`config.mk`:
```
export PLATFORM = sky130hd
export DESIGN_NAME = cmr_ctrl
export DESIGN_NICKNAME = d
export VERILOG_FILES = /design/src/cmr_pkg.sv /design/src/cmr_ctrl.sv
export SDC_FILE = /design/constraint.sdc
export NUM_CORES = 1
export LEC_CHECK = 0
export BUFFER_PORTS_ARGS = -buffer_cell sky130_fd_sc_hd__buf_2
export CELL_PAD_IN_SITES_DETAIL_PLACEMENT = 0
export CELL_PAD_IN_SITES_GLOBAL_PLACEMENT = 1
export CORE_ASPECT_RATIO = 1.5
export CORE_UTILIZATION = 37
export CTS_CLUSTER_DIAMETER = 80
export DETAILED_ROUTE_END_ITERATION = 6
export PLACE_DENSITY_LB_ADDON = 0.1
export SLEW_MARGIN = 20
export SYNTH_ARGS = -nofsm -noshare
export SYNTH_HDL_FRONTEND = slang
export SYNTH_SLANG_ARGS = --single-unit
```
`constraint.sdc`:
```
create_clock -name mclk -period 1.2 [get_ports mclk]
set_input_delay 0.06 -clock mclk [delete_from_list [all_inputs] [get_ports mclk]]
set_output_delay 0.06 -clock mclk [all_outputs]
set_load 0.01 [all_outputs]
```
`src/cmr_pkg.sv`:
```
package cmr_pkg;
  // Register addresses on the special-function-register bus
  localparam logic [7:0] MODE_ADDR = 8'h9d;
  localparam logic [7:0] MUX_ADDR = 8'h9f;
  localparam logic [7:0] FLAG_ADDR = 8'h9b;
  // Reset values
  localparam logic [7:0] MODE_RST = 8'h02;
  localparam logic [7:0] MUX_RST = 8'hff;
  // Mode register fields
  localparam int RISE_EN_BIT = 5;
  localparam int FALL_EN_BIT = 4;
  localparam logic [7:0] MODE_WMASK = 8'h33;
  localparam int RMODE_LSB = 0;
  localparam int RMODE_W = 2;
  // Flag register fields
  localparam int OUT_BIT = 6;
  localparam int RISE_FLAG_BIT = 5;
  localparam int FALL_FLAG_BIT = 4;
  // Input mux fields
  localparam int NEG_LSB = 4;
  localparam int POS_LSB = 0;
  localparam int SEL_W = 4;
  // Crossbar enables in route register 0
  localparam int XBAR_RAW_BIT = 5;
  localparam int XBAR_SYNC_BIT = 4;

  // All block state, registered as one word
  typedef struct packed {
    logic [7:0] mode;
    logic [7:0] mux;
    logic rise_flag;
    logic fall_flag;
    logic sync1;
    logic sync2;
    logic sync_prev;
    logic raw_en;
    logic sync_pin;
    logic irq;
    logic [7:0] rdata;
  } cmr_state_t;
endpackage

```
`src/cmr_ctrl.sv`:
```
`timescale 1ns/1ps
`default_nettype none
module cmr_ctrl (
  // Clock and reset
  input wire logic mclk,
  input wire logic rst,
  // Special-function-register bus
  input wire logic [7:0] sfr_addr,
  input wire logic [7:0] sfr_wdata,
  input wire logic sfr_wr,
  input wire logic sfr_rd,
  output logic [7:0] sfr_rdata,
  // Crossbar route register 0, same clock
  input wire logic [7:0] crossbar_route_reg0,
  // Analog comparator side
  input wire logic raw_compare_in,
  output logic [1:0] response_mode,
  output logic [3:0] pos_input_sel,
  output logic [3:0] neg_input_sel,
  // Port pins and interrupt
  output logic raw_compare_out,
  output logic synced_compare_out,
  output logic cmp_irq
);

  cmr_pkg::cmr_state_t st_r;
  cmr_pkg::cmr_state_t st_nxt;
  logic rise_ev;
  logic fall_ev;

  // Edges taken on the second synchroniser stage only
  assign rise_ev = st_r.sync2 & ~st_r.sync_prev;
  assign fall_ev = ~st_r.sync2 & st_r.sync_prev;

  // Next-state logic for the whole block
  always_comb begin
    st_nxt = st_r;
    st_nxt.sync1 = raw_compare_in;
    st_nxt.sync2 = st_r.sync1;
    st_nxt.sync_prev = st_r.sync2;
    if (sfr_wr && sfr_addr == cmr_pkg::MODE_ADDR) begin
      st_nxt.mode = sfr_wdata & cmr_pkg::MODE_WMASK;
    end
    if (sfr_wr && sfr_addr == cmr_pkg::MUX_ADDR) begin
      st_nxt.mux = sfr_wdata;
    end
    // Writing 0 clears a flag; a same-cycle edge still sets it
    if (sfr_wr && sfr_addr == cmr_pkg::FLAG_ADDR) begin
      st_nxt.rise_flag = st_r.rise_flag & sfr_wdata[cmr_pkg::RISE_FLAG_BIT];
      st_nxt.fall_flag = st_r.fall_flag & sfr_wdata[cmr_pkg::FALL_FLAG_BIT];
    end
    if (rise_ev) begin
      st_nxt.rise_flag = 1'b1;
    end
    if (fall_ev) begin
      st_nxt.fall_flag = 1'b1;
    end
    st_nxt.raw_en = crossbar_route_reg0[cmr_pkg::XBAR_RAW_BIT];
    st_nxt.sync_pin = st_r.sync2 & crossbar_route_reg0[cmr_pkg::XBAR_SYNC_BIT];
    st_nxt.irq = (st_r.rise_flag & st_r.mode[cmr_pkg::RISE_EN_BIT])
        | (st_r.fall_flag & st_r.mode[cmr_pkg::FALL_EN_BIT]);
    // Read data, zero for unmapped addresses
    st_nxt.rdata = 8'h00;
    if (sfr_rd) begin
      case (sfr_addr)
        cmr_pkg::MODE_ADDR: st_nxt.rdata = st_r.mode;
        cmr_pkg::MUX_ADDR: st_nxt.rdata = st_r.mux;
        cmr_pkg::FLAG_ADDR: begin
          st_nxt.rdata[cmr_pkg::OUT_BIT] = st_r.sync2;
          st_nxt.rdata[cmr_pkg::RISE_FLAG_BIT] = st_r.rise_flag;
          st_nxt.rdata[cmr_pkg::FALL_FLAG_BIT] = st_r.fall_flag;
        end
        default: st_nxt.rdata = 8'h00;
      endcase
    end
  end

  // State register
  always_ff @(posedge mclk or posedge rst) begin
    if (rst) begin
      st_r <= '0;
      st_r.mode <= cmr_pkg::MODE_RST;
      st_r.mux <= cmr_pkg::MUX_RST;
    end else begin
      st_r <= st_nxt;
    end
  end

  // Outputs; the raw pin must stay asynchronous, so only its enable is registered
  assign sfr_rdata = st_r.rdata;
  assign response_mode = st_r.mode[cmr_pkg::RMODE_LSB +: cmr_pkg::RMODE_W];
  assign pos_input_sel = st_r.mux[cmr_pkg::POS_LSB +: cmr_pkg::SEL_W];
  assign neg_input_sel = st_r.mux[cmr_pkg::NEG_LSB +: cmr_pkg::SEL_W];
  assign raw_compare_out = raw_compare_in & st_r.raw_en;
  assign synced_compare_out = st_r.sync_pin;
  assign cmp_irq = st_r.irq;
endmodule
`default_nettype wire

```
* Yosys cells after proc, flatten, opt, wreduce, memory -nomap -nowiden
Cells that the tools add are included.
Cells by class: equal/unequal tests 3, mux-type cells 7, reduce and logical (&&, ||, !) cells 5, bitwise operators 11
Operator list (number):
- $eq A8 B8 Y1 const B | 3
- $pmux W3 S3 | 1
- $and A1 B1 Y1 | 8
- $mux W8 | 1
- $pmux W4 S2 | 1
- $reduce_bool A2 Y1 | 2
- $logic_and A1 B1 Y1 | 3
- $mux W1 | 3
- $mux W2 | 1
- $not A1 Y1 | 2
- $or A1 B1 Y1 | 1
Word-level totals: flip-flop bits (word level) 28, bits of input ports 29, word-level logic and storage cells 37, output and inout port bits 21

* Longest topological paths before layout
Gate-level depths: netlist of the first run.
depth in word-level cells 4, mapped depth 5, mapped depth without buffers 3

* Worst setup path before layout of the first run
Ideal clock, no wire load.
path type input-to-reg, start input port sfr_addr[6], end register st_r, in the netlist neg_input_sel[0], path slack -0.058 ns, path buffers 2, arrival time 1.175 ns, library setup time 0.082 ns, stages on the path 5, data required time 1.118 ns, cell sequence nand4bb_1 -> buf_6 -> or3_4 -> buf_6 -> mux2_4
Between the ends: longest elaborated chain between the ends 2
RTL lines:
- from (decl) | RTL line cmr_ctrl.sv:8 | input wire logic [7:0] sfr_addr,
- $eq A8 B8 Y1 | RTL line cmr_ctrl.sv:44 | if (sfr_wr && sfr_addr == cmr_pkg::MUX_ADDR) begin
- $logic_and A1 B1 Y1 | RTL line cmr_ctrl.sv:44
- to (signal assigned) | RTL line cmr_ctrl.sv:85 | st_r <= st_nxt;
- to (decl) | RTL line cmr_ctrl.sv:26 | cmr_pkg::cmr_state_t st_r;
No other way between the ends. A chain may end at the register's enable or synchronous reset.

* Final worst setup path of the first run
start input port sfr_addr[6], end register st_r[28] (netlist bit)
Between the ends: longest elaborated chain between the ends 2
RTL lines:
- $eq A8 B8 Y1 | RTL line cmr_ctrl.sv:41 | if (sfr_wr && sfr_addr == cmr_pkg::MODE_ADDR) begin
- $logic_and A1 B1 Y1 | RTL line cmr_ctrl.sv:41
No other way between the ends.

==> reports/results.txt, run 1 <==
Fin. Hold Viols - 0
CTS Sinks - 28
r2r worst-path depth - 3
fin crit share - 91.4%
crit path to - st_r[28]$_DFFE_PP0P_
post-layout util - 46.3%
internal power - 1.39 mW
worst hold path class - input port to flop
sequential share of the synthesized area - 54.3%
largest family of logic cells by synthesized area - multiplexers
first-pass GRT wire length - 3770 µm
R2R setup slack - 180 ps
Net Switching - 0.397 mW
CP required - 1370 ps
Clock Power Share - 32.7%
Sw Share - 22.2%
top-area cell type share of the netlist area - 36.3%
Rows - 26
dpl hpwl - 1730 µm
crit path max fanout - 6
height of the die - 74.9 µm
# IOs - 50
RSZ-0062 raised after global routing - false
Max Freq - 911 MHz
die area - 3790 µm²
Sequential Area - 712 µm²
Post-synth top cells - dfrtp_1 (19), buf_4 (18), dfstp_2 (9)
startpoint type of the worst setup path - input port
fin nets - 165
share of cells above drive strength 1 - 58.5%
# DRC - 0
GRT Total Usage - 13.8%
grt ovf - 0
Max Cap Violations - 0
Initial Utilization - 38.7%
Worst Tran Pin Value - 369 ps
ys async rst share - 100%
R2R Path Start - st_r[15]$_DFFE_PP0P_
pin count of the biggest net entering global routing - 29
Worst-path clk slew - 90 ps
Post-synth top flop - dfrtp_1
diode count - 0
Min Clock Period, post-route - 1100 ps
clock latency on the worst-skew pair - 270 ps
Filler cells - 354
sequential fraction of design power - 56.4%
core box area - 3380 µm²
GP Congestion - 0.733
Clk Tree Root Cell - clkbuf_8
CTS max path bufs - 2
IO Port Bufs - 43
number of CTS-inserted buffers - 3
post-CTS setup buffers - 0
CP endpoint kind - flop
post-route cell area - 1570 µm²
Post-Synth Simple-Gate Area - 11.2%
die width - 50.6 µm
number of enable flip-flop cells after synthesis - 0
post-DR vias/cell - 4.68
DR WL/cell - 13.3 µm
top post-synthesis cells by area - dfrtp_1 (36%), dfstp_2 (18%), buf_4 (10%), mux2_4 (9.2%), mux2_2 (5.2%)
Leakage - 0.823 nW
Ys Warns - 0
Gate power share - 11.0%
area leader, netlist - dfrtp_1
Final ANT Viol Nets - 0
Mapped Area - 1310 µm²
H-tree depth - 1
syn nets - 127
Area Growth Syn to Fin - 19.5%
count of different cell masters after synthesis - 27
hold bufs inserted after CTS - 4
multi-input combinational cell area - 410 µm²
peak supply drop - 0.000654 V
DR pass1 iterations - 4
Hold Startpoint - sfr_wdata[3]
crit path from - sfr_addr[6]
final setup violation count - 0
Synth Instances - 98
most frequent cell after synthesis - dfrtp_1
syn_area_per_cell - 13.4 µm²
Starting DRT DRC Count - 13
CTS tree - done
drt total wl - 2350 µm
CP Class - input port to flop
compound-cell area share of the yosys netlist - 3.53%
register bit total from synthesis - 28
mux contribution to synthesized area - 16.6%
Final Slew Violations - 0
antenna violations before repair - 0
Placed Instance Area - 1450 µm²
post-CTS sizing - 0
r2r endpoint - sfr_rdata[5]$_DFF_PP0_
xor and xnor area share after synthesis - 0%
Clock Skew - 2.48 ps
post-synthesis adder-cell area fraction - 0%
vias in the first global route - 807
status - complete, no violations
Relative slew margins - 75.2%
vias - 829
Worst Path Arrival - 1260 ps
Pwr Density - 1140 nW/µm²
[cells in the final DEF (no fill, tap or decap), types with 2 or more instances in the layout]
| cell | netlist | final |
|---|---|---|
| a22o_1 | 2 | 2 |
| dfstp_2 | 9 | 9 |
| inv_1 | 4 | 4 |
| nor2_1 | 2 | 2 |
| mux2_4 | 8 | 8 |
| and3_1 | 3 | 3 |
| dlygate4sd3_1 | 0 | 6 |
| clkbuf_8 | 0 | 4 |
| nor4_1 | 2 | 2 |
| dfrtp_1 | 19 | 19 |
| buf_4 | 18 | 6 |
| nand2_1 | 3 | 3 |
| mux2_2 | 6 | 6 |
| a22oi_1 | 2 | 2 |
| and2_1 | 2 | 2 |
| buf_2 | 0 | 43 |
| mux2i_1 | 3 | 3 |
[routing by layer]
layer | vias to the layer above | share of wire (%) | GRT usage, %
met4 | 0 | 2.4 | 9.26
met2 | 30 | 49 | 23.0
li1 | 394 | - | -
met5 | - | 0 | 0
met1 | 401 | 44 | 16.7
met3 | 4 | 4.6 | 1.82
[layout make-up]
class / instances / area share (%)
sequential: 28 / 45.5
inverter: 4 / 0.959
multi-input combinational: 44 / 26.2
tap: 42 / 3.36
timing repair buffer: 55 / 20.5
clock buffer: 4 / 3.52
[worst max-delay path, stage by stage]
cell	delay [ps]
buf_2	90
nand4bb_1	170
buf_4	170
nor4_4	390
mux2_2	390
[how the worst min path moves through the flow]
stage	endpoint	slack, ps	depth (start not counted)
6_report	pos_input_sel[3]$_DFFE_PP1P_	20	2
2_1_floorplan	st_nxt[12]$_DFF_PP0_	90	0
3_5_place_dp	synced_compare_out$_DFF_PP0_	150	3
3_3_place_gp	synced_compare_out$_DFF_PP0_	140	3
4_1_cts	neg_input_sel[3]$_DFFE_PP1P_	7	2
5_1_grt	pos_input_sel[3]$_DFFE_PP1P_	9	2
[through the flow]
step | TNS, ps | total power [mW] | cells | worst slack [ps] | hold WS (ps)
6_report | 0 | 1.78 | 177 | 103 | 15.2
5_1_grt | 0 | 1.87 | 177 | 70.1 | 9.15
4_1_cts | 0 | 1.80 | 175 | 101 | 7.25
3_5_place_dp | -2250 | 1.21 | 167 | -197 | 146
3_3_place_gp | -2060 | 1.20 | 167 | -174 | 136
2_1_floorplan | -462 | 1.14 | 98 | -57.8 | 91.4
[logic make-up after synthesis]
| kind of cell | count (synthesis) |
|---|---|
| flops | 28 |
| buf+inv | 26 |
| simple gates | 21 |
| mux | 17 |
| compound gates | 6 |
[flip-flops by register name, indices dropped and copies added (netlist names)]
signal and flops:
neg_input_sel 4, st_nxt 2, pos_input_sel 4, response_mode 2, cmp_irq 1, synced_compare_out 1
st_r 6, sfr_rdata 8
[power groups by stage]
| stage | registers, mW | logic, mW | clock network, mW |
|---|---|---|---|
| after floorplan | 1.02 | 0.120 | 0 |
| after global placement | 1.02 | 0.182 | 0 |
| after detailed placement | 1.02 | 0.184 | 0 |
| after CTS | 1.01 | 0.195 | 0.601 |
| after global routing | 1.01 | 0.218 | 0.644 |
| final | 1.00 | 0.195 | 0.583 |
Note: power is estimated with default switching activity, not from simulation.
==> run 2, diff against run 1 <==
--- a/config.mk
+++ b/config.mk
@@ -9,7 +9,8 @@
 export CELL_PAD_IN_SITES_DETAIL_PLACEMENT = 0
 export CELL_PAD_IN_SITES_GLOBAL_PLACEMENT = 1
 export CORE_ASPECT_RATIO = 1.5
-export CORE_UTILIZATION = 37
+export CORE_UTILIZATION = 39
+export CTS_BUF_LIST = sky130_fd_sc_hd__clkbuf_8
 export CTS_CLUSTER_DIAMETER = 80
 export DETAILED_ROUTE_END_ITERATION = 6
 export PLACE_DENSITY_LB_ADDON = 0.1
==> run 2 against run 1 <==
Compared with the run above: clock-buffer cell count did not move; maximum frequency is 1.4% higher; critical endpoint is now pos_input_sel[3]$_DFFE_PP1P_; largest cell class unchanged; power fell by 0.47%; sequential cell count did not move; sequential power is essentially flat; wire length rose by 0.55%; die area shrank 5.0%; clock skew fell by 1.2 ps; global-route usage is 0.53 points higher; critical path depth stayed put.
==> reports/results.txt, run 2 (synthesized netlist as in run 1, its figures left out) <==
core box area - 3190 µm² (was 3380 µm²)
total power - 1.77 mW (was 1.78 mW)
# IOs - 50 (unchanged)
Rows - 25 (was 26)
number of CTS-inserted buffers - 3 (unchanged)
Gate power share - 10.8% (was 11.0%)
CP Class - input port to flop (unchanged)
dpl hpwl - 1800 µm (was 1730 µm)
pin count of the biggest net entering global routing - 29 (unchanged)
Final ANT Viol Nets - 0 (unchanged)
Sw Share - 22.1% (was 22.2%)
crit path max fanout - 8 (was 6)
Max Freq - 924 MHz (was 911 MHz)
clock latency on the worst-skew pair - 270 ps (about the same)
post-DR vias/cell - 4.79 (was 4.68)
post-CTS sizing - 0 (unchanged)
hold bufs inserted after CTS - 4 (unchanged)
peak supply drop - 0.000649 V (was 0.000654 V)
Worst-path clk slew - 90 ps (about the same)
Leakage - 0.815 nW (was 0.823 nW)
CTS tree - done (unchanged)
slowest stage delay, CP - 470 ps (was 390 ps)
Filler cells - 327 (was 354)
Area Growth Syn to Fin - 17.8% (was 19.5%)
Relative slew margins - 77.2% (was 75.2%)
DP Cell Count - 165 (was 167)
first-pass GRT wire length - 3820 µm (was 3770 µm)
GRT Total Usage - 14.4% (was 13.8%)
fin crit share - 90.2% (was 91.4%)
status - complete, no violations (unchanged)
startpoint type of the worst setup path - input port (unchanged)
Max Cap Violations - 0 (unchanged)
setup tns final - 0 ps (unchanged)
most frequent cells in the layout - buf_2 (43), dfrtp_1 (19), dfstp_2 (9) (unchanged)
commonest non-fill, non-tap cell in the layout - buf_2 (unchanged)
Pwr Density - 1150 nW/µm² (was 1140 nW/µm²)
grt ovf - 0 (unchanged)
WP buf/inv - 2 (unchanged)
RSZ-0062 raised after global routing - false (unchanged)
CP max stage cell - or3_4 (was nor4_4)
Finished Layout Cells - 173 (was 177)
Worst Path Arrival - 1290 ps (was 1260 ps)
die width - 49.3 µm (was 50.6 µm)
Clock Skew - 1.33 ps (was 2.48 ps)
Starting DRT DRC Count - 9 (was 13)
worst-path cell chain - buf_2 > nand4bb_1 > buf_4 > or3_4 > mux2_4 (was buf_2 > nand4bb_1 > buf_4 > nor4_4 > mux2_2)
Clock Power Share - 32.5% (was 32.7%)
Initial Utilization - 41.1% (was 38.7%)
DR pass1 iterations - 4 (unchanged)
drt total wl - 2360 µm (was 2350 µm)
CP endpoint kind - flop (unchanged)
max reg flops - 8 (unchanged)
Worst Tran Pin Value - 339 ps (was 369 ps)
IO Port Bufs - 43 (unchanged)
H-tree depth - 1 (unchanged)
CP top delay family - simple AND/OR/NAND/NOR gates (unchanged)
vias in the first global route - 844 (was 807)
Min Clock Period, post-route - 1080 ps (was 1100 ps)
final setup violation count - 0 (unchanged)
# DRC - 0 (unchanged)
GP Congestion - 0.755 (was 0.733)
CTS max path bufs - 2 (unchanged)
die area - 3600 µm² (was 3790 µm²)
Net Switching - 0.393 mW (was 0.397 mW)
share of cells above drive strength 1 - 59.4% (was 58.5%)
Final Slew Violations - 0 (unchanged)
Fin. Hold Viols - 0 (unchanged)
height of the die - 73.0 µm (was 74.9 µm)
DR WL/cell - 13.6 µm (was 13.3 µm)
sequential fraction of design power - 56.7% (was 56.4%)
Clk Tree Root Cell - clkbuf_8 (unchanged)
worst hold path class - input port to flop (unchanged)
fin nets - 163 (was 165)
antenna violations before repair - 0 (unchanged)
post-CTS setup buffers - 0 (unchanged)
vias - 829 (unchanged)
CTS Sinks - 28 (unchanged)
CP required - 1410 ps (was 1370 ps)
diode count - 0 (unchanged)
internal power - 1.38 mW (was 1.39 mW)
==> run 2: cell count changes in the layout (fill, tap and decap cells not counted), sizes merged <==
cell,before,now
dlygate4sd3,6,4
==> run 2: final cells by class <==
| class | count | area (µm²) | area share, % |
|---|---|---|---|
| sequential | 28 | 712 | 46.1 |
| multi-input combinational | 44 | 410 | 26.6 |
| timing repair buffer | 53 | 300 | 19.5 |
| clock buffer | 4 | 55.1 | 3.57 |
| tap | 40 | 50.0 | 3.24 |
| inverter | 4 | 15.0 | 0.973 |
==> run 2: per-layer routing <==
layer  routed length [µm]  vias up  GRT usage, %  share of wire (%)
met2                 1260       31          25.6                 53
li1                     -      387             -                  -
met5                    0        -             0                  0
met4                   33        0          7.84                1.4
met3                   96        4          1.25                4.1
met1                  972      407          16.9                 41
==> run 2: metrics by stage <==
step	util [%]	hold slack (ps)	setup WS, ps	cell area (µm²)
detailed placement	45.4	149	-185	1450
CTS	48.4	10.0	111	1540
global placement	45.4	134	-168	1450
global route	48.4	11.5	63.6	1540
finish	48.4	15.0	118	1540
floorplan	-	91.4	-57.8	1310
==> run 2: path summary, 6_finish.rpt <==
path	slack [ps]	from	cells after the start	to
worst max-delay path	120	sfr_addr[6]	5	pos_input_sel[3]$_DFFE_PP1P_
worst min-delay path	10	sfr_wdata[3]	2	pos_input_sel[3]$_DFFE_PP1P_
worst max register to register	170	st_r[15]$_DFFE_PP0P_	3	sfr_rdata[5]$_DFF_PP0_
worst min register to register	360	st_nxt[12]$_DFF_PP0_	0	st_nxt[11]$_DFF_PP0_
max in group asynchronous	510	rst	4	neg_input_sel[3]$_DFFE_PP1P_
min in group asynchronous	390	rst	4	synced_compare_out$_DFF_PP0_
==> run 2: power groups by stage <==
stage | sequential, mW | combinational (mW) | clock (mW)
6_report | 1.01 | 0.192 | 0.577
5_1_grt | 1.01 | 0.212 | 0.627
4_1_cts | 1.01 | 0.196 | 0.595
3_5_place_dp | 1.02 | 0.185 | 0
3_3_place_gp | 1.02 | 0.182 | 0
2_1_floorplan | 1.02 | 0.120 | 0
==> run 3, diff against run 2 <==
--- a/config.mk
+++ b/config.mk
@@ -6,9 +6,10 @@
 export NUM_CORES = 1
 export LEC_CHECK = 0
 export BUFFER_PORTS_ARGS = -buffer_cell sky130_fd_sc_hd__buf_2
+export CAP_MARGIN = 20
 export CELL_PAD_IN_SITES_DETAIL_PLACEMENT = 0
 export CELL_PAD_IN_SITES_GLOBAL_PLACEMENT = 1
-export CORE_ASPECT_RATIO = 1.5
+export CORE_ASPECT_RATIO = 1.75
 export CORE_UTILIZATION = 39
 export CTS_BUF_LIST = sky130_fd_sc_hd__clkbuf_8
 export CTS_CLUSTER_DIAMETER = 80
==> constraint.sdc (replaced) <==
create_clock -name mclk -period 1.2 [get_ports mclk]
set_input_delay 0.24 -clock mclk [delete_from_list [all_inputs] [get_ports mclk]]
set_output_delay 0.24 -clock mclk [all_outputs]
set_load 0.01 [all_outputs]
==> run 3 against run 2 <==
Compared with the run above: critical path type unchanged; cell count up 6.9%; the run now ends with setup timing left; clock power fell by 2%; first-iteration DRC count grew 11%; global-route usage up 0.49 points; combinational power up 19%; sequential power about the same; maximum frequency is 10% lower; via count up 5.1%; largest power group unchanged; sequential share of layout area decreased by 4.0 points; non-clock buffer count is 9 higher.
==> reports/results.txt, run 3 (synthesized netlist as in run 1, its figures left out) <==
status - finished, violations left (was complete, no violations)
failing checks - setup timing
r2r endpoint - sfr_rdata[5]$_DFF_PP0_ (unchanged)
Max Freq - 828 MHz (was 924 MHz)
DR WL/cell - 13.2 µm (was 13.6 µm)
CP required - 1400 ps (was 1410 ps)
worst-path cell chain - buf_6 > nand4bb_4 > or3_4 > mux2_4 (was buf_2 > nand4bb_1 > buf_4 > or3_4 > mux2_4)
Rows - 27 (was 25)
Clk Tree Root Cell - clkbuf_8 (unchanged)
R2R setup slack - 100 ps (was 170 ps)
CP endpoint kind - flop (unchanged)
Area Growth Syn to Fin - 28.9% (was 17.8%)
# IOs - 50 (unchanged)
Worst Slack Setup Final - -8.08 ps (was 118 ps)
Final ANT Viol Nets - 0 (unchanged)
peak supply drop - 0.000874 V (was 0.000649 V)
R2R Path Start - neg_input_sel[1]$_DFFE_PP1P_ (was st_r[15]$_DFFE_PP0P_)
GP Congestion - 0.706 (was 0.755)
internal power - 1.41 mW (was 1.38 mW)
diode count - 0 (unchanged)
# DRC - 0 (unchanged)
slowest stage delay, CP - 500 ps (was 470 ps)
dpl hpwl - 1810 µm (was 1800 µm)
Clock Power Share - 31.5% (was 32.5%)
CTS tree - done (unchanged)
first-pass GRT wire length - 3940 µm (was 3820 µm)
pin count of the biggest net entering global routing - 29 (unchanged)
clock latency on the worst-skew pair - 260 ps (was 270 ps)
most frequent cells in the layout - buf_2 (37), dfrtp_1 (19), buf_4 (19) (was buf_2 (43), dfrtp_1 (19), dfstp_2 (9))
hold bufs inserted after CTS - 0 (was 4)
Sw Share - 21.9% (was 22.1%)
sequential fraction of design power - 55.8% (was 56.7%)
Relative slew margins - 77.5% (was 77.2%)
crit path to - pos_input_sel[3]$_DFFE_PP1P_ (unchanged)
max reg flops - 8 (unchanged)
antenna violations before repair - 0 (unchanged)
Initial Utilization - 41.3% (was 41.1%)
CTS max path bufs - 2 (unchanged)
Fin. Hold Viols - 0 (unchanged)
final setup violation count - 5 (was 0)
Worst Path Arrival - 1410 ps (was 1290 ps)
Starting DRT DRC Count - 10 (was 9)
Final Slew Violations - 0 (unchanged)
drt total wl - 2430 µm (was 2360 µm)
CP max stage cell - or3_4 (unchanged)
startpoint type of the worst setup path - input port (unchanged)
height of the die - 78.7 µm (was 73.0 µm)
Filler cells - 310 (was 327)
GRT Total Usage - 14.9% (was 14.4%)
Pwr Density - 1070 nW/µm² (was 1150 nW/µm²)
Net Switching - 0.394 mW (was 0.393 mW)
IO Port Bufs - 43 (unchanged)
Clock Skew - 1.84 ps (was 1.33 ps)
r2r worst-path depth - 4 (was 3)
grt ovf - 0 (unchanged)
DR pass1 iterations - 4 (unchanged)
worst hold path class - input port to asynchronous set/reset pin (was input port to flop)
Worst Tran Pin Value - 338 ps (was 339 ps)
Worst-path clk slew - 90 ps (about the same)
H-tree depth - 1 (unchanged)
total power - 1.80 mW (was 1.77 mW)
die area - 3600 µm² (about the same)
fin crit share - 101% (was 90.2%)
core box area - 3180 µm² (was 3190 µm²)
number of CTS-inserted buffers - 3 (unchanged)
Min Clock Period, post-route - 1210 ps (was 1080 ps)
RSZ-0062 raised after global routing - true (was false)
Max Cap Violations - 0 (unchanged)
setup tns final - -14.0 ps (was 0 ps)
Leakage - 0.886 nW (was 0.815 nW)
vias - 871 (was 829)
vias in the first global route - 852 (was 844)
crit path from - sfr_addr[5] (was sfr_addr[6])
crit path max fanout - 8 (unchanged)
fin nets - 172 (was 163)
post-DR vias/cell - 4.71 (was 4.79)
die width - 45.8 µm (was 49.3 µm)
CTS Sinks - 28 (unchanged)
share of cells above drive strength 1 - 66.9% (was 59.4%)
Gate power share - 12.7% (was 10.8%)
commonest non-fill, non-tap cell in the layout - buf_2 (unchanged)
CP Class - input port to flop (unchanged)
-- run 3: power groups by stage --
stage          registers [mW]  clock network (mW)  logic [mW]
6_report                 1.01               0.568       0.229
5_1_grt                  1.01               0.612       0.250
4_1_cts                  1.01               0.583       0.209
3_5_place_dp             1.02                   0       0.196
3_3_place_gp             1.02                   0       0.194
2_1_floorplan            1.02                   0       0.125
-- run 3: worst min path at each step --
stage	start	to	cells past startpoint
finish	rst	cmp_irq$_DFF_PP0_	3
global route	rst	st_r[15]$_DFFE_PP0P_	3
CTS	rst	cmp_irq$_DFF_PP0_	3
detailed placement	rst	cmp_irq$_DFF_PP0_	3
global placement	rst	cmp_irq$_DFF_PP0_	3
floorplan	raw_compare_in	st_nxt[12]$_DFF_PP0_	0
-- run 3: worst max-delay path: cells and delay by family --
family / cells / cell delay (ps)
and+or+nand+nor: 2 / 750
buffers and inverters: 1 / 90
muxes: 1 / 330
-- run 3: metal layers --
metal | up-vias | wire length, µm | share of wire, % | track usage (%)
met5 | - | 0 | 0 | 0
met4 | 0 | 27 | 1.1 | 5.29
met3 | 2 | 86 | 3.5 | 1.38
met2 | 29 | 1380 | 57 | 26.6
met1 | 433 | 938 | 39 | 17.4
li1 | 407 | - | - | -
-- run 3: layout make-up --
| type | instances | area, µm² | share of cell area, % |
|---|---|---|---|
| inverters | 4 | 15.0 | 0.889 |
| repair buffers | 62 | 395 | 23.4 |
| clock buffers | 4 | 55.1 | 3.26 |
| flip-flops and latches | 28 | 712 | 42.1 |
| well taps | 43 | 53.8 | 3.19 |
| multi-input cells | 44 | 458 | 27.1 |
-- run 3: timing repair --
action                     in CTS  in global routing
gates resized for setup         4                  6
setup endpoints to repair      15                 21
cloned                          0                  0
pin swaps                       2                  1
buffers inserted                2                  5
-- run 3: stage by stage --
stage | worst slack [ps] | cells | utilization, % | hold WS (ps) | cell area, µm²
finish | -8.08 | 185 | 53.2 | 13.7 | 1690
floorplan | -238 | 98 | - | 271 | 1330
detailed placement | -422 | 174 | 47.8 | 322 | 1520
global route | -16.7 | 185 | 53.2 | 52.4 | 1690
global placement | -395 | 174 | 47.8 | 310 | 1520
CTS | -27.0 | 180 | 50.8 | 27.3 | 1610
